--- config.mk ---
export PLATFORM = sky130hd
export DESIGN_NAME = vrp_top
export DESIGN_NICKNAME = d
export VERILOG_FILES = /design/src/vrp_pkg.sv /design/src/vrp_record.sv /design/src/vrp_blink.sv /design/src/vrp_top.sv
export SDC_FILE = /design/constraint.sdc
export NUM_CORES = 1
export LEC_CHECK = 0
export BUFFER_PORTS_ARGS = -buffer_cell sky130_fd_sc_hd__buf_2
export CORE_UTILIZATION = 55
export CTS_BUF_LIST = sky130_fd_sc_hd__clkbuf_4 sky130_fd_sc_hd__clkbuf_8
export DETAILED_ROUTE_END_ITERATION = 12
export GPL_ROUTABILITY_DRIVEN = 0
export PLACE_DENSITY = 0.8
export SETUP_SLACK_MARGIN = 0.5
export SLEW_MARGIN = 20
export SYNTH_ARGS = -nofsm -noshare
export SYNTH_HDL_FRONTEND = slang
export SYNTH_SLANG_ARGS = --single-unit
--- constraint.sdc ---
create_clock -name clk -period 3.87 [get_ports clk]
set_input_delay 0.1935 -clock clk [delete_from_list [all_inputs] [get_ports clk]]
set_output_delay 0.1935 -clock clk [all_outputs]
set_load 0.01 [all_outputs]
--- src/vrp_pkg.sv ---
package vrp_pkg;
    // ---------------------------------------------
    // Register map (byte addresses)
    // ---------------------------------------------
    localparam logic [4:0] VRP_OFS_CTRL    = 5'h00;
    localparam logic [4:0] VRP_OFS_LCORR   = 5'h04;
    localparam logic [4:0] VRP_OFS_LDIST   = 5'h08;
    localparam logic [4:0] VRP_OFS_ADDR    = 5'h0C;
    localparam logic [4:0] VRP_OFS_DIAG    = 5'h10;
    localparam logic [4:0] VRP_OFS_IRQ_ST  = 5'h14;
    localparam logic [4:0] VRP_OFS_IRQ_MSK = 5'h18;
    localparam logic [4:0] VRP_OFS_LAST    = 5'h1C;
    // ---------------------------------------------
    // Control field positions
    // ---------------------------------------------
    localparam int VRP_CTRL_DIR_EN   = 0;
    localparam int VRP_CTRL_WW_EN    = 1;
    localparam int VRP_CTRL_NORM_DIR = 2;
    localparam int VRP_CTRL_LTYPE    = 3;
    localparam int VRP_CTRL_HWA_EN   = 4;
    localparam int VRP_CTRL_DEFLOAD  = 5;
    localparam logic [4:0] VRP_CTRL_RST = 5'h13;
    // ---------------------------------------------
    // Interrupt bits
    // ---------------------------------------------
    localparam int VRP_IRQ_VEH  = 0;
    localparam int VRP_IRQ_WW   = 1;
    localparam int VRP_IRQ_FREQ = 2;
    localparam int VRP_IRQ_W    = 3;
    // ---------------------------------------------
    // Values in decimetres, except VRP_ADDR_RST, which is a bus address
    // ---------------------------------------------
    localparam logic [4:0] VRP_LCORR_MAX   = 5'h14;
    localparam logic [4:0] VRP_LCORR_STD   = 5'h0A;
    localparam logic [4:0] VRP_LCORR_VAR   = 5'h0A;
    localparam logic [7:0] VRP_LLEN_STD    = 8'h14;
    localparam logic [7:0] VRP_LLEN_VAR    = 8'h14;
    localparam logic [7:0] VRP_LDIST_STD   = 8'h28;
    localparam logic [7:0] VRP_LDIST_MIN   = 8'h1E;
    localparam logic [7:0] VRP_LDIST_MAX   = 8'h64;
    localparam logic [7:0] VRP_ADDR_RST    = 8'h01;
    // ---------------------------------------------
    // LED blink timing
    // ---------------------------------------------
    localparam int VRP_CLK_MHZ       = 250;
    localparam int VRP_BLINK_HALF_MS = 250;
    localparam int VRP_BLINK_HALF_CYC = VRP_BLINK_HALF_MS * 1000 * VRP_CLK_MHZ;
    localparam logic [2:0] VRP_BLINK_CNT = 3'h3;
    typedef enum logic [1:0] {
        VRP_LED_IDLE = 2'b00,
        VRP_LED_ON   = 2'b01,
        VRP_LED_OFF  = 2'b10
    } vrp_led_t;
endpackage : vrp_pkg

--- src/vrp_record.sv ---
`timescale 1ns/10ps
module vrp_record
    import vrp_pkg::*;
#(
    parameter int LW = 10
) (
    input  wire logic          clk,
    input  wire logic          rst_n,
    input  wire logic          veh_valid,
    input  wire logic [LW-1:0] veh_atten_len,
    input  wire logic          veh_dir,
    input  wire logic [4:0]    len_corr,
    input  wire logic          dir_en,
    input  wire logic          ww_en,
    input  wire logic          norm_dir,
    output logic               tel_valid,
    output logic [LW-1:0]      tel_length,
    output logic               tel_wrong_way,
    output logic               svc_ww_prefix,
    output logic               svc_dir_digit
);
    wire [LW-1:0] corr_w = LW'(len_corr);
    wire [LW-1:0] len_w  = (veh_atten_len > corr_w) ? veh_atten_len - corr_w : '0;
    wire          opp_w  = veh_dir ^ norm_dir;
    wire          ww_w   = dir_en & ww_en & opp_w;

    always_ff @(posedge clk or negedge rst_n) begin
        if (!rst_n) begin
            tel_valid     <= 1'b0;
            tel_length    <= '0;
            tel_wrong_way <= 1'b0;
            svc_ww_prefix <= 1'b0;
            svc_dir_digit <= 1'b0;
        end else begin
            tel_valid <= veh_valid;
            if (veh_valid) begin
                tel_length    <= len_w;
                tel_wrong_way <= ww_w;
                svc_ww_prefix <= ww_w;
                svc_dir_digit <= veh_dir;
            end
        end
    end
endmodule : vrp_record

--- src/vrp_blink.sv ---
`timescale 1ns/10ps
module vrp_blink
    import vrp_pkg::*;
#(
    parameter int HALF_CYC = VRP_BLINK_HALF_CYC
) (
    input  wire logic clk,
    input  wire logic rst_n,
    input  wire logic start,
    output logic      led
);
    // Divider gives one tick per half blink period
    logic [31:0] div_r;
    logic [2:0]  cnt_r;
    vrp_led_t    st_r;
    wire         tick_w = (div_r == 32'(HALF_CYC - 1));

    always_ff @(posedge clk or negedge rst_n) begin
        if (!rst_n) begin
            div_r <= '0;
        end else if (st_r == VRP_LED_IDLE || tick_w) begin
            div_r <= '0;
        end else begin
            div_r <= div_r + 32'h1;
        end
    end

    always_ff @(posedge clk or negedge rst_n) begin
        if (!rst_n) begin
            st_r  <= VRP_LED_IDLE;
            cnt_r <= '0;
        end else begin
            case (st_r)
                VRP_LED_IDLE: begin
                    if (start) begin
                        st_r  <= VRP_LED_ON;
                        cnt_r <= VRP_BLINK_CNT;
                    end
                end
                VRP_LED_ON: begin
                    if (tick_w) begin
                        st_r  <= VRP_LED_OFF;
                        cnt_r <= cnt_r - 3'h1;
                    end
                end
                VRP_LED_OFF: begin
                    if (tick_w) begin
                        st_r <= (cnt_r == 3'h0) ? VRP_LED_IDLE : VRP_LED_ON;
                    end
                end
                default: st_r <= VRP_LED_IDLE;
            endcase
        end
    end

    always_ff @(posedge clk or negedge rst_n) begin
        if (!rst_n) begin
            led <= 1'b0;
        end else begin
            led <= (st_r == VRP_LED_ON);
        end
    end
endmodule : vrp_blink

--- src/vrp_top.sv ---
`timescale 1ns/10ps
module vrp_top
    import vrp_pkg::*;
#(
    parameter int LW       = 10,
    parameter int HALF_CYC = VRP_BLINK_HALF_CYC
) (
    input  wire logic          clk,
    input  wire logic          rst_n,
    input  wire logic [4:0]    avs_address,
    input  wire logic          avs_read,
    input  wire logic          avs_write,
    input  wire logic [31:0]   avs_writedata,
    input  wire logic [3:0]    avs_byteenable,
    output logic [31:0]        avs_readdata,
    output logic               avs_waitrequest,
    input  wire logic          veh_valid,
    input  wire logic [LW-1:0] veh_atten_len,
    input  wire logic          veh_dir,
    input  wire logic          hw_addr_wired,
    input  wire logic [7:0]    hw_addr_in,
    input  wire logic          freq_unreach,
    output logic               tel_valid,
    output logic [LW-1:0]      tel_length,
    output logic               tel_wrong_way,
    output logic               svc_ww_prefix,
    output logic               svc_dir_digit,
    output logic [7:0]         bus_addr,
    output logic [7:0]         loop_dist,
    output logic               pattern_set,
    output logic               err_led,
    output logic               chan_led,
    output logic               irq
);
    import vrp_pkg::*;

    // ---------------------------------------------
    // Register state
    // ---------------------------------------------
    logic [4:0]          ctrl_r;
    logic [4:0]          lcorr_r;
    logic [7:0]          ldist_r;
    logic [7:0]          addr_r;
    logic [VRP_IRQ_W-1:0] ist_r;
    logic [VRP_IRQ_W-1:0] imsk_r;
    logic                ack_r;
    logic [31:0]         rdata_r;
    logic                fault_r;

    // ---------------------------------------------
    // Bus decode
    // ---------------------------------------------
    // One wait state: read data are fetched in the first cycle and stand in the second
    wire req_w    = avs_read | avs_write;
    wire wr_w     = avs_write & ack_r;
    wire be0_w    = avs_byteenable[0];
    wire sel_ctrl = (avs_address == VRP_OFS_CTRL);
    wire sel_lc   = (avs_address == VRP_OFS_LCORR);
    wire sel_ld   = (avs_address == VRP_OFS_LDIST);
    wire sel_ad   = (avs_address == VRP_OFS_ADDR);
    wire sel_diag = (avs_address == VRP_OFS_DIAG);
    wire sel_ist  = (avs_address == VRP_OFS_IRQ_ST);
    wire sel_imsk = (avs_address == VRP_OFS_IRQ_MSK);
    wire sel_last = (avs_address == VRP_OFS_LAST);
    wire [7:0] wd_w = avs_writedata[7:0];

    assign avs_waitrequest = req_w & ~ack_r;

    always_ff @(posedge clk or negedge rst_n) begin
        if (!rst_n) begin
            ack_r <= 1'b0;
        end else begin
            ack_r <= req_w & ~ack_r;
        end
    end

    // ---------------------------------------------
    // Configuration derived values
    // ---------------------------------------------
    wire ltype_w   = ctrl_r[VRP_CTRL_LTYPE];
    wire [4:0] lc_def_w = wd_w[VRP_CTRL_LTYPE] ? VRP_LCORR_VAR : VRP_LCORR_STD;
    wire [4:0] lc_wr_w  = (wd_w > 8'(VRP_LCORR_MAX)) ? VRP_LCORR_MAX : wd_w[4:0];
    wire [7:0] ld_clamp_w = (ldist_r < VRP_LDIST_MIN) ? VRP_LDIST_MIN :
                            (ldist_r > VRP_LDIST_MAX) ? VRP_LDIST_MAX : ldist_r;
    wire [7:0] llen_w  = ltype_w ? VRP_LLEN_VAR : VRP_LLEN_STD;
    wire hwa_use_w     = hw_addr_wired & ctrl_r[VRP_CTRL_HWA_EN];
    wire [7:0] addr_w  = hwa_use_w ? hw_addr_in : addr_r;
    wire deflt_w       = wr_w & sel_ctrl & be0_w & wd_w[VRP_CTRL_DEFLOAD];

    wire [7:0] ldist_eff_w = ltype_w ? ld_clamp_w : VRP_LDIST_STD;

    // ---------------------------------------------
    // Output registers
    // ---------------------------------------------
    // Registered so pin-side logic never sees decode glitches; costs one cycle of latency
    logic [7:0] bus_addr_r;
    logic [7:0] loop_dist_r;
    logic       pattern_set_r;

    always_ff @(posedge clk or negedge rst_n) begin
        if (!rst_n) begin
            bus_addr_r <= VRP_ADDR_RST;
        end else begin
            bus_addr_r <= addr_w;
        end
    end

    always_ff @(posedge clk or negedge rst_n) begin
        if (!rst_n) begin
            loop_dist_r <= VRP_LDIST_STD;
        end else begin
            loop_dist_r <= ldist_eff_w;
        end
    end

    always_ff @(posedge clk or negedge rst_n) begin
        if (!rst_n) begin
            pattern_set_r <= 1'b0;
        end else begin
            pattern_set_r <= ltype_w;
        end
    end

    assign loop_dist   = loop_dist_r;
    assign bus_addr    = bus_addr_r;
    assign pattern_set = pattern_set_r;

    // ---------------------------------------------
    // Writable registers
    // ---------------------------------------------
    always_ff @(posedge clk or negedge rst_n) begin
        if (!rst_n) begin
            ctrl_r <= VRP_CTRL_RST;
        end else if (wr_w && sel_ctrl && be0_w) begin
            ctrl_r <= wd_w[4:0];
        end
    end

    always_ff @(posedge clk or negedge rst_n) begin
        if (!rst_n) begin
            lcorr_r <= VRP_LCORR_STD;
        end else if (deflt_w) begin
            lcorr_r <= lc_def_w;
        end else if (wr_w && sel_lc && be0_w) begin
            lcorr_r <= lc_wr_w;
        end
    end

    always_ff @(posedge clk or negedge rst_n) begin
        if (!rst_n) begin
            ldist_r <= VRP_LDIST_STD;
        end else if (wr_w && sel_ld && be0_w) begin
            ldist_r <= wd_w;
        end
    end

    always_ff @(posedge clk or negedge rst_n) begin
        if (!rst_n) begin
            addr_r <= VRP_ADDR_RST;
        end else if (wr_w && sel_ad && be0_w) begin
            addr_r <= wd_w;
        end
    end

    // ---------------------------------------------
    // Record processing
    // ---------------------------------------------
    vrp_record #(
        .LW (LW)
    ) u_rec (
        .clk           (clk),
        .rst_n         (rst_n),
        .veh_valid     (veh_valid),
        .veh_atten_len (veh_atten_len),
        .veh_dir       (veh_dir),
        .len_corr      (lcorr_r),
        .dir_en        (ctrl_r[VRP_CTRL_DIR_EN]),
        .ww_en         (ctrl_r[VRP_CTRL_WW_EN]),
        .norm_dir      (ctrl_r[VRP_CTRL_NORM_DIR]),
        .tel_valid     (tel_valid),
        .tel_length    (tel_length),
        .tel_wrong_way (tel_wrong_way),
        .svc_ww_prefix (svc_ww_prefix),
        .svc_dir_digit (svc_dir_digit)
    );

    // ---------------------------------------------
    // Frequency fault and LEDs
    // ---------------------------------------------
    vrp_blink #(
        .HALF_CYC (HALF_CYC)
    ) u_blink (
        .clk   (clk),
        .rst_n (rst_n),
        .start (freq_unreach),
        .led   (chan_led)
    );

    // Fault stays lit until software clears its status bit; a new fault wins
    wire fclr_w = wr_w & sel_ist & be0_w & wd_w[VRP_IRQ_FREQ];

    always_ff @(posedge clk or negedge rst_n) begin
        if (!rst_n) begin
            fault_r <= 1'b0;
        end else if (freq_unreach) begin
            fault_r <= 1'b1;
        end else if (fclr_w) begin
            fault_r <= 1'b0;
        end
    end

    assign err_led = fault_r;

    // ---------------------------------------------
    // Interrupts
    // ---------------------------------------------
    wire [VRP_IRQ_W-1:0] iev_w = {freq_unreach, tel_valid & tel_wrong_way, tel_valid};
    wire [VRP_IRQ_W-1:0] iclr_w = (wr_w && sel_ist && be0_w) ? wd_w[VRP_IRQ_W-1:0] : '0;

    always_ff @(posedge clk or negedge rst_n) begin
        if (!rst_n) begin
            ist_r <= '0;
        end else begin
            ist_r <= (ist_r & ~iclr_w) | iev_w;
        end
    end

    always_ff @(posedge clk or negedge rst_n) begin
        if (!rst_n) begin
            imsk_r <= '0;
        end else if (wr_w && sel_imsk && be0_w) begin
            imsk_r <= wd_w[VRP_IRQ_W-1:0];
        end
    end

    assign irq = |(ist_r & imsk_r);

    // ---------------------------------------------
    // Read data
    // ---------------------------------------------
    // Diagnostic word: pattern set, loop length, effective address, effective distance (clamped if pattern set, else standard)
    wire [31:0] diag_w = {7'h00, ltype_w, llen_w, addr_w, ldist_eff_w};
    wire [31:0] last_w = {{(30-LW){1'b0}}, svc_ww_prefix, svc_dir_digit, tel_length};
    wire [31:0] rmux_w = sel_ctrl ? {27'h0, ctrl_r} :
                         sel_lc   ? {27'h0, lcorr_r} :
                         sel_ld   ? {24'h0, ldist_r} :
                         sel_ad   ? {24'h0, addr_r} :
                         sel_diag ? diag_w :
                         sel_ist  ? {29'h0, ist_r} :
                         sel_imsk ? {29'h0, imsk_r} :
                         sel_last ? last_w : 32'h0;

    always_ff @(posedge clk or negedge rst_n) begin
        if (!rst_n) begin
            rdata_r <= 32'h0;
        end else if (avs_read && !ack_r) begin
            rdata_r <= rmux_w;
        end
    end

    assign avs_readdata = rdata_r;

    wire unused_w = ^{avs_writedata[31:8], avs_byteenable[3:1]};
endmodule : vrp_top

==> results.tsv, run 1 <==
metric	value	unit
CP endpoint kind	flip-flop	
ys async rst share	100.0	%
initial DRC count	346	
Setup WS pre-CTS	1.070	ns
multi-input logic area	0.002953	mm^2
#FFs+latches synth	120	
DIE AREA	0.01176	mm^2
status	complete, no violations	
CTS tree	built	
first-pass GRT wire length	24690	um
slowest stage delay, CP	0.61	ns
Syn Area/Cell	10.17	um^2
# DRC	0	
post-synthesis sequential area ratio	48.40	%
Core ar.	0.01094	mm^2
Port-buffer cells	93	
FF-to-FF setup slack	1.07	ns
Vias/cell	6.099	
Rows	38	
cells after synthesis	613	
worst-path maximum fanout	16	
final setup vio count	0	
Slowest cell on crit path	nor4_4	
Yosys warning total	0	
Crit path required time	4.20	ns
Final period util	72.34	%
Post-synth EDFFs	0	
Worst Max-Slew Pin Slew	0.9950	ns
peak supply drop	0.2805	mV
worst clock skew	0.01021	ns
Leak	3.415	nW
CP top delay family	simple AND/OR/NAND/NOR gates	
Detailed Route WL	15210	um
min Tclk post-route	2.799	ns
total gr overflow	0	
RSZ-0062 raised after global routing	no	
clock slew at reported path FFs	0.07	ns
H-Tree Depth	4	
initial core utilization	56.99	%
FF+latch area	0.003017	mm^2
Final ANT Viol Nets	0	
largest net degree at the start of global routing	66	
Die Height	108.5	um
clk sinks	120	
synth top area cells	dfrtp_1 (44%), mux2_2 (6.3%), dfstp_2 (4.6%), nand2_1 (3.1%), nor2_1 (3.1%)	
top cells by count, synth	dfrtp_1 (109), nand2_1 (51), nor2_1 (51), mux2_2 (35), o21ai_0 (31)	
Worst Hold End	bus_addr[5]	
Max-cap violations	0	
vias in the first global route	4965	
Slew Viols, Final	0	
setup bufs post-CTS	0	
crit path cell chain	ha_1 > and4_1 > nand3_2 > nor4_4 > or2_1 > buf_4 > o21ba_1	
data arrival time of the critical path	3.12	ns
hold path startpoint	hw_addr_in[5]	
Total GRT Usage	27.69	%
I/O Pins	134	
Skew-Pair Late Insertion Delay	0.43	ns
antenna diode count	0	
crit path buf inv count	1	
initial antenna violation count	0	
Syn-to-layout area delta	14.74	%
setup tns final	0	ns
kind of critical path	reg2reg	
Clk Tree Root Cell	clkbuf_8	
Power Density	428.4	mW/mm^2
share of post-route cells with drive strength above 1	26.70	%
total CTS buffers	17	
worst flop-to-flop path endpoint	u_blink.div_r[31]	
fillers	895	
Worst setup SP type	flip-flop	
Post-DP HPWL	10930	um
Layout Utilization	65.39	%
Synth top area share	43.77	%
Synth area leader	dfrtp_1	
Vias	5239	
Reg-to-Reg Start	u_blink.div_r[0]	
clk buf depth	2	
Die W	108.5	um
Max transition margin	33.67	%
drt wl/cell	17.70	um
Synth Flop Type	dfrtp_1	
Hold Path Stages	2	
Nets	782	
R2R depth	7	
FMAX	357.2	MHz
mapped cell area	0.006232	mm^2
Final Worst Setup Slack	1.071	ns
most common cell in the synthesized netlist	dfrtp_1	
Tightest Hold Check Type	in2reg	
final hold violations	0	
Synth cell types	76	
Pre-antenna DRT Iters	7	
-- sequential cells by signal (all words and copies together), names as in the netlist, 2 cells and up --
| name | flops |
|---|---|
| u_blink.div_r | 32 |
| avs_readdata | 18 |
| u_rec.tel_length | 10 |
| addr_r | 8 |
| bus_addr | 8 |
| ldist_r | 8 |
| loop_dist | 8 |
| ctrl_r | 5 |
| lcorr_r | 5 |
| imsk_r | 3 |
| ist_r | 3 |
| u_blink.cnt_r | 3 |
| u_blink.st_r | 2 |
-- per-layer routing --
layer | wire length (um) | up-vias | GRT usage [%] | share of wire (%)
met4 | 455 | 0 | 12.93 | 3.0
met5 | 0 | - | 0 | 0
met2 | 7314 | 219 | 43.58 | 48
met3 | 971 | 44 | 5.184 | 6.4
li1 | - | 2387 | - | -
met1 | 6467 | 2589 | 37.08 | 43
-- cell families after synthesis --
group / count (synthesis) / share of synthesized area [%]
AND/OR/NAND/NOR: 219 / 19.17
buffers and inverters: 64 / 4.999
other: 1 / 0.06017
multiplexers: 43 / 7.609
XOR/XNOR: 26 / 3.654
adder cells (fa/ha/maj): 9 / 1.927
AO/OA/AOI/OAI: 131 / 14.17
flip-flops: 120 / 48.40
-- layout make-up --
| class | instances | share of cell area (%) |
|---|---|---|
| flip-flops and latches | 120 | 42.19 |
| multi-input cells | 442 | 41.29 |
| repair buffers | 100 | 7.349 |
| clock buffers | 22 | 3.972 |
| well taps | 140 | 2.450 |
| clock inverters | 10 | 1.435 |
| inverters | 25 | 1.312 |
-- worst reg2reg max path, cell delays in order, from the launching register on --
cell and delay (ns):
dfrtp_1 0.40, ha_1 0.24, and4_1 0.32, nand3_2 0.21, nor4_4 0.61, or2_1 0.45
buf_4 0.29, o21ba_1 0.18
-- how the worst max path moves through the flow --
stage	from	end	cells past startpoint
4_1_cts	u_blink.div_r[0]	u_blink.div_r[31]	7
3_5_place_dp	u_blink.div_r[0]	u_blink.div_r[31]	7
6_report	u_blink.div_r[0]	u_blink.div_r[31]	7
5_1_grt	u_blink.div_r[0]	u_blink.div_r[31]	7
3_3_place_gp	u_blink.div_r[0]	u_blink.div_r[31]	7
2_1_floorplan	lcorr_r[3]	u_rec.tel_length[9]	7
-- repair_timing --
action,4_1_cts,5_1_grt
hold endpoints to repair,61,0
gates resized for setup,0,0
hold buffers,2,0
-- cell usage in the layout (no fill, tap or decap), types with 7 or more instances in the layout --
master    count
and3_1       12
a21o_1        7
mux2_2       35
ha_1          8
nand3_1      14
inv_1        25
conb_1       14
nor2b_1      10
nand2_1      51
o22ai_1       9
mux2i_1       8
nor2_1       51
nand4_1      10
nor4_1       13
buf_2        92
nor3_1        8
and2_1        8
dfstp_2      11
clkbuf_8     19
dfrtp_1     109
clkinv_2      7
o21ai_0      31
a21oi_1      25
xor2_1        8
xnor2_1      18
-- through the flow --
stage / std cells / hold WS [ns] / power [mW] / area, um^2
finish: 859 / 0.01328 / 3.064 / 7151
global route: 859 / 0.01153 / 3.196 / 7151
CTS: 859 / 0.001237 / 3.077 / 7151
detailed placement: 825 / 0.3460 / 1.978 / 6744
global placement: 825 / 0.3256 / 1.954 / 6744
floorplan: 626 / -0.1021 / 1.792 / 6281
-- where the power goes --
part / internal, mW / total (mW) / switching [mW]
Clock: 0.619 / 1.09 / 0.476
Combinational: 0.203 / 0.484 / 0.281
Sequential: 1.37 / 1.48 / 0.111
(Power assumes the default switching activity.)
==> inputs of run 2 (changes only) <==
clock period = 2.6 ns   (was 3.87 ns; I/O delays follow)
==> results.tsv, run 2 (same netlist as run 1, synthesis figures left out) <==
metric	value	unit
status	complete, no violations	
crit path cell chain	inv_4 > fa_2 > a211oi_4 > o21ai_2 > buf_4 > buf_6 > buf_6 > mux2i_1 > a21oi_1	
Power Density	670.3	mW/mm^2
Die W	108.5	um
Vias	5532	
max reg flops	32	
data arrival time of the critical path	2.45	ns
drt wl/cell	19.03	um
most used cell, CP	buf_6	
# DRC	0	
Core ar.	0.01094	mm^2
largest net degree at the start of global routing	61	
Skew-Pair Late Insertion Delay	0.44	ns
Worst Max-Slew Pin Slew	0.7858	ns
first-pass GRT wire length	26500	um
Slew Viols, Final	0	
Nets	821	
vias in the first global route	5264	
final hold violations	0	
Final ANT Viol Nets	0	
Port-buffer cells	93	
Detailed Route WL	17110	um
kind of critical path	reg2reg	
most frequent cells in the layout	dfrtp_1 (102), buf_2 (92), nand2_1 (51)	
Worst setup SP type	flip-flop	
CP top delay family	flip-flops	
Post-DP HPWL	11240	um
worst hold slack	0.03066	ns
slowest stage delay, CP	0.56	ns
Max-cap violations	0	
clk sinks	120	
Leak	3.627	nW
commonest non-fill, non-tap cell in the layout	dfrtp_1	
Max transition margin	46.26	%
Tightest Hold Check Type	in2reg	
Clk Tree Root Cell	clkbuf_8	
total gr overflow	0	
share of post-route cells with drive strength above 1	32.06	%
worst clock skew	0.01266	ns
Top reg by flops	u_blink.div_r	
RSZ-0062 raised after global routing	yes	
I/O Pins	134	
worst-path maximum fanout	3	
FMAX	467.1	MHz
Crit path required time	2.91	ns
Pre-antenna DRT Iters	6	
Die Height	108.5	um
Slowest cell on crit path	dfstp_2	
clk buf depth	2	
min Tclk post-route	2.141	ns
crit path buf inv count	4	
peak supply drop	0.4642	mV
CP endpoint kind	flip-flop	
setup tns final	0	ns
total CTS buffers	17	
initial DRC count	484	
Syn-to-layout area delta	24.39	%
initial core utilization	56.99	%
clock slew at reported path FFs	0.07	ns
initial antenna violation count	1	
Total GRT Usage	29.81	%
CTS tree	built	
DIE AREA	0.01176	mm^2
Rows	38	
final setup vio count	0	
Vias/cell	6.154	
H-Tree Depth	4	
Final period util	82.34	%
[run 2: cell count changes in the layout (fill, tap and decap cells not counted), sizes merged, moves of 2 or more]
cell and change:
buf +22, bufinv +4, clkbuf -2, clkinv -4, clkinvlp +2, dlygate4sd3 +17
[run 2: worst paths after layout]
kind	slack [ns]	cells past startpoint	to	startpoint
max	0.46	9	u_rec.tel_length[6]	lcorr_r[1]
min	0.03	3	u_rec.tel_length[5]	veh_atten_len[5]
max reg2reg	0.46	9	u_rec.tel_length[6]	lcorr_r[1]
min reg2reg	0.49	1	err_led	err_led
max in group asynchronous	1.39	3	u_blink.div_r[13]	rst_n
min in group asynchronous	0.31	2	avs_readdata[11]	rst_n
[run 2: where the power goes]
| group | switching (mW) | internal [mW] | total (mW) |
|---|---|---|---|
| Combinational | 0.489 | 0.409 | 0.899 |
| Sequential | 0.179 | 2.05 | 2.23 |
| Clock | 0.775 | 1.30 | 2.07 |
| Total | 1.44 | 3.75 | 5.20 |
[run 2: what timing repair did]
item | 4_1_cts | 5_1_grt
hold buffers | 19 | 0
resized for setup | 13 | 23
gates cloned | 0 | 0
setup buffers | 11 | 7
endpoints found under the setup margin | 34 | 38
pin swaps | 11 | 10
endpoints found under the hold margin | 67 | 0
[run 2: routing by layer]
layer  part of all wire (%)  GRT usage, %  vias up  wire length, um
met1                     39         38.96     2695             6739
li1                       -             -     2456                -
met3                    8.8         6.811       51             1503
met4                    2.7         12.45        0              469
met2                     49         47.74      330             8398
met5                      0             0        -                0
[run 2: stage by stage]
stage               utilization, %  cell area, um^2  cells  total power [mW]  setup WS [ns]
CTS                          69.69             7621    891             5.093         0.4575
detailed placement           62.30             6813    829             2.971         0.2674
floorplan                        -             6307    626             2.681         0.4929
finish                       70.89             7752    899             5.197         0.4592
global placement             62.30             6813    829             2.930         0.3217
global route                 70.89             7752    899             5.393         0.4261
[run 2: area by class of cell]
class | instances | area (um^2)
Antenna cell | 1 | 2.502
Fill cell | 764 | 3183
Multi-Input combinational cell | 442 | 3078
Inverter | 25 | 96.34
Timing Repair Buffer | 139 | 884.6
Tap cell | 140 | 175.2
Clock buffer | 20 | 269.0
Clock inverter | 12 | 221.5
Sequential cell | 120 | 3025
[run 2: tightest hold or removal path, delay by kind of cell]
kind                   cells  cell delay (ns)
buffers and inverters      1             0.11
AO/OA/AOI/OAI              1             0.10
XOR/XNOR                   1             0.07
==> inputs of run 3 (changes only) <==
CORE_UTILIZATION = 51   (was 55)
PLACE_DENSITY = 0.78   (was 0.8)
clock period = 1.83 ns   (was 2.6 ns; I/O delays follow)
==> results.tsv, run 3 (same netlist as run 1, synthesis figures left out) <==
metric	value	unit
initial DRC count	730	
RSZ-0062 raised after global routing	yes	
setup tns final	-6.295	ns
I/O Pins	134	
CP endpoint kind	flip-flop	
worst-path maximum fanout	2	
Reg-to-Reg Start	lcorr_r[0]	
FMAX	473.1	MHz
Vias	6116	
share of post-route cells with drive strength above 1	46.73	%
# DRC	0	
commonest non-fill, non-tap cell in the layout	dfrtp_1	
CP endpoint	u_rec.tel_length[8]	
CTS tree	built	
clk sinks	120	
Syn-to-layout area delta	44.91	%
total gr overflow	0	
Final Worst Setup Slack	-0.2835	ns
Worst setup SP type	flip-flop	
Tightest Hold Check Type	in2reg	
Post-DP HPWL	12390	um
clock slew at reported path FFs	0.08	ns
Crit path required time	2.19	ns
crit path from	lcorr_r[0]	
slowest stage delay, CP	0.51	ns
Final ANT Viol Nets	0	
largest net degree at the start of global routing	45	
Top reg by flops	u_blink.div_r	
final setup vio count	42	
vias in the first global route	6027	
Slowest cell on crit path	or4b_4	
Detailed Route WL	20280	um
max reg flops	32	
Pre-antenna DRT Iters	6	
Leak	4.232	nW
Die Height	112.5	um
Worst Max-Slew Pin Slew	0.6057	ns
Rows	40	
antenna diode count	0	
kind of critical path	reg2reg	
Skew-Pair Late Insertion Delay	0.44	ns
Max transition margin	59.54	%
failing checks	setup timing	
clk buf depth	2	
peak supply drop	0.5879	mV
Max-cap violations	0	
worst clock skew	0.01737	ns
post-route insts no fill	988	
FF-to-FF setup slack	-0.28	ns
fillers	693	
most frequent cells in the layout	dfrtp_1 (106), buf_2 (92), buf_4 (77)	
Total GRT Usage	31.08	%
worst flop-to-flop path endpoint	u_rec.tel_length[8]	
status	complete, but fails checks	
drt wl/cell	20.53	um
initial core utilization	52.10	%
crit path cell chain	ha_2 > inv_2 > fa_2 > a211oi_2 > nor2_1 > or4b_4 > a31oi_1	
initial antenna violation count	1	
min Tclk post-route	2.114	ns
H-Tree Depth	4	
final hold violations	0	
final non-filler cell area	0.009031	mm^2
data arrival time of the critical path	2.47	ns
total CTS buffers	17	
Power Density	836.4	mW/mm^2
R2R depth	7	
Core ar.	0.01196	mm^2
DIE AREA	0.01267	mm^2
Clk Tree Root Cell	clkbuf_8	
first-pass GRT wire length	30260	um
Placed Cells incl. Taps	903	
Vias/cell	6.190	
Slew Viols, Final	0	
placed cell area	0.007550	mm^2
Port-buffer cells	93	
Die W	112.5	um
Nets	904	
Final period util	115.5	%
-- run 3: cell types whose count changed in the layout (fill, tap and decap cells not counted), sizes merged, moves of 2 or more --
cell         change
bufinv           -2
dlygate4sd3      +7
clkinvlp         -2
buf             +75
clkbuf           +2
-- run 3: worst min path at each step --
| stage | from | to | cells past startpoint |
|---|---|---|---|
| 2_1_floorplan | rst_n | ack_r | 0 |
| 3_3_place_gp | rst_n | pattern_set | 1 |
| 3_5_place_dp | rst_n | pattern_set | 1 |
| 4_1_cts | avs_writedata[1] | ldist_r[1] | 2 |
| 5_1_grt | avs_writedata[1] | ldist_r[1] | 2 |
| 6_report | avs_writedata[1] | ist_r[1] | 3 |
-- run 3: layer usage --
metal | track usage, % | vias to the layer above | routed length (um)
met5 | 0 | - | 0
met3 | 6.695 | 100 | 1652
met2 | 50.25 | 415 | 9549
met1 | 40.56 | 2969 | 8231
met4 | 13.33 | 0 | 850
li1 | - | 2632 | -
-- run 3: worst max-delay path: cells and delay by family (launching register included) --
kind                     cells  cell delay (ns)
AND/OR/NAND/NOR              2             0.60
adder cells (fa/ha/maj)      2             0.59
AO/OA/AOI/OAI                2             0.42
flip-flops                   1             0.37
buffers and inverters        1             0.04
-- run 3: what timing repair did --
item,CTS,global route
endpoints found under the setup margin,85,90
endpoints found under the hold margin,142,0
pin swaps,45,21
resized for setup,82,59
hold buffers,26,0
cloned,2,0
setup buffers,19,6
-- run 3: where the power goes --
part           internal [mW]  leakage (nW)  switching, mW
Clock                   1.61         0.228           1.11
Combinational          0.808          2.47          0.852
Sequential              2.91          1.54          0.262
Total                   5.33          4.23           2.23
-- run 3: layout make-up --
class	count	area, um^2	share of cell area (%)
multi-input cells	443	3647	40.39
well taps	147	183.9	2.037
clock buffers	22	284.0	3.145
inverters	25	93.84	1.039
clock inverters	10	167.7	1.856
repair buffers	221	1634	18.09
flip-flops and latches	120	3020	33.44
-- run 3: metrics by stage --
stage	total power, mW	util [%]	setup slack [ns]	hold slack (ns)
floorplan	3.876	-	-0.2061	-0.2041
global placement	4.391	63.12	-0.2365	-0.006339
detailed placement	4.453	63.12	-0.3022	-0.007316
CTS	7.318	73.01	-0.2799	0.003644
global route	7.800	75.50	-0.3665	0.02491
finish	7.554	75.50	-0.2835	0.02785
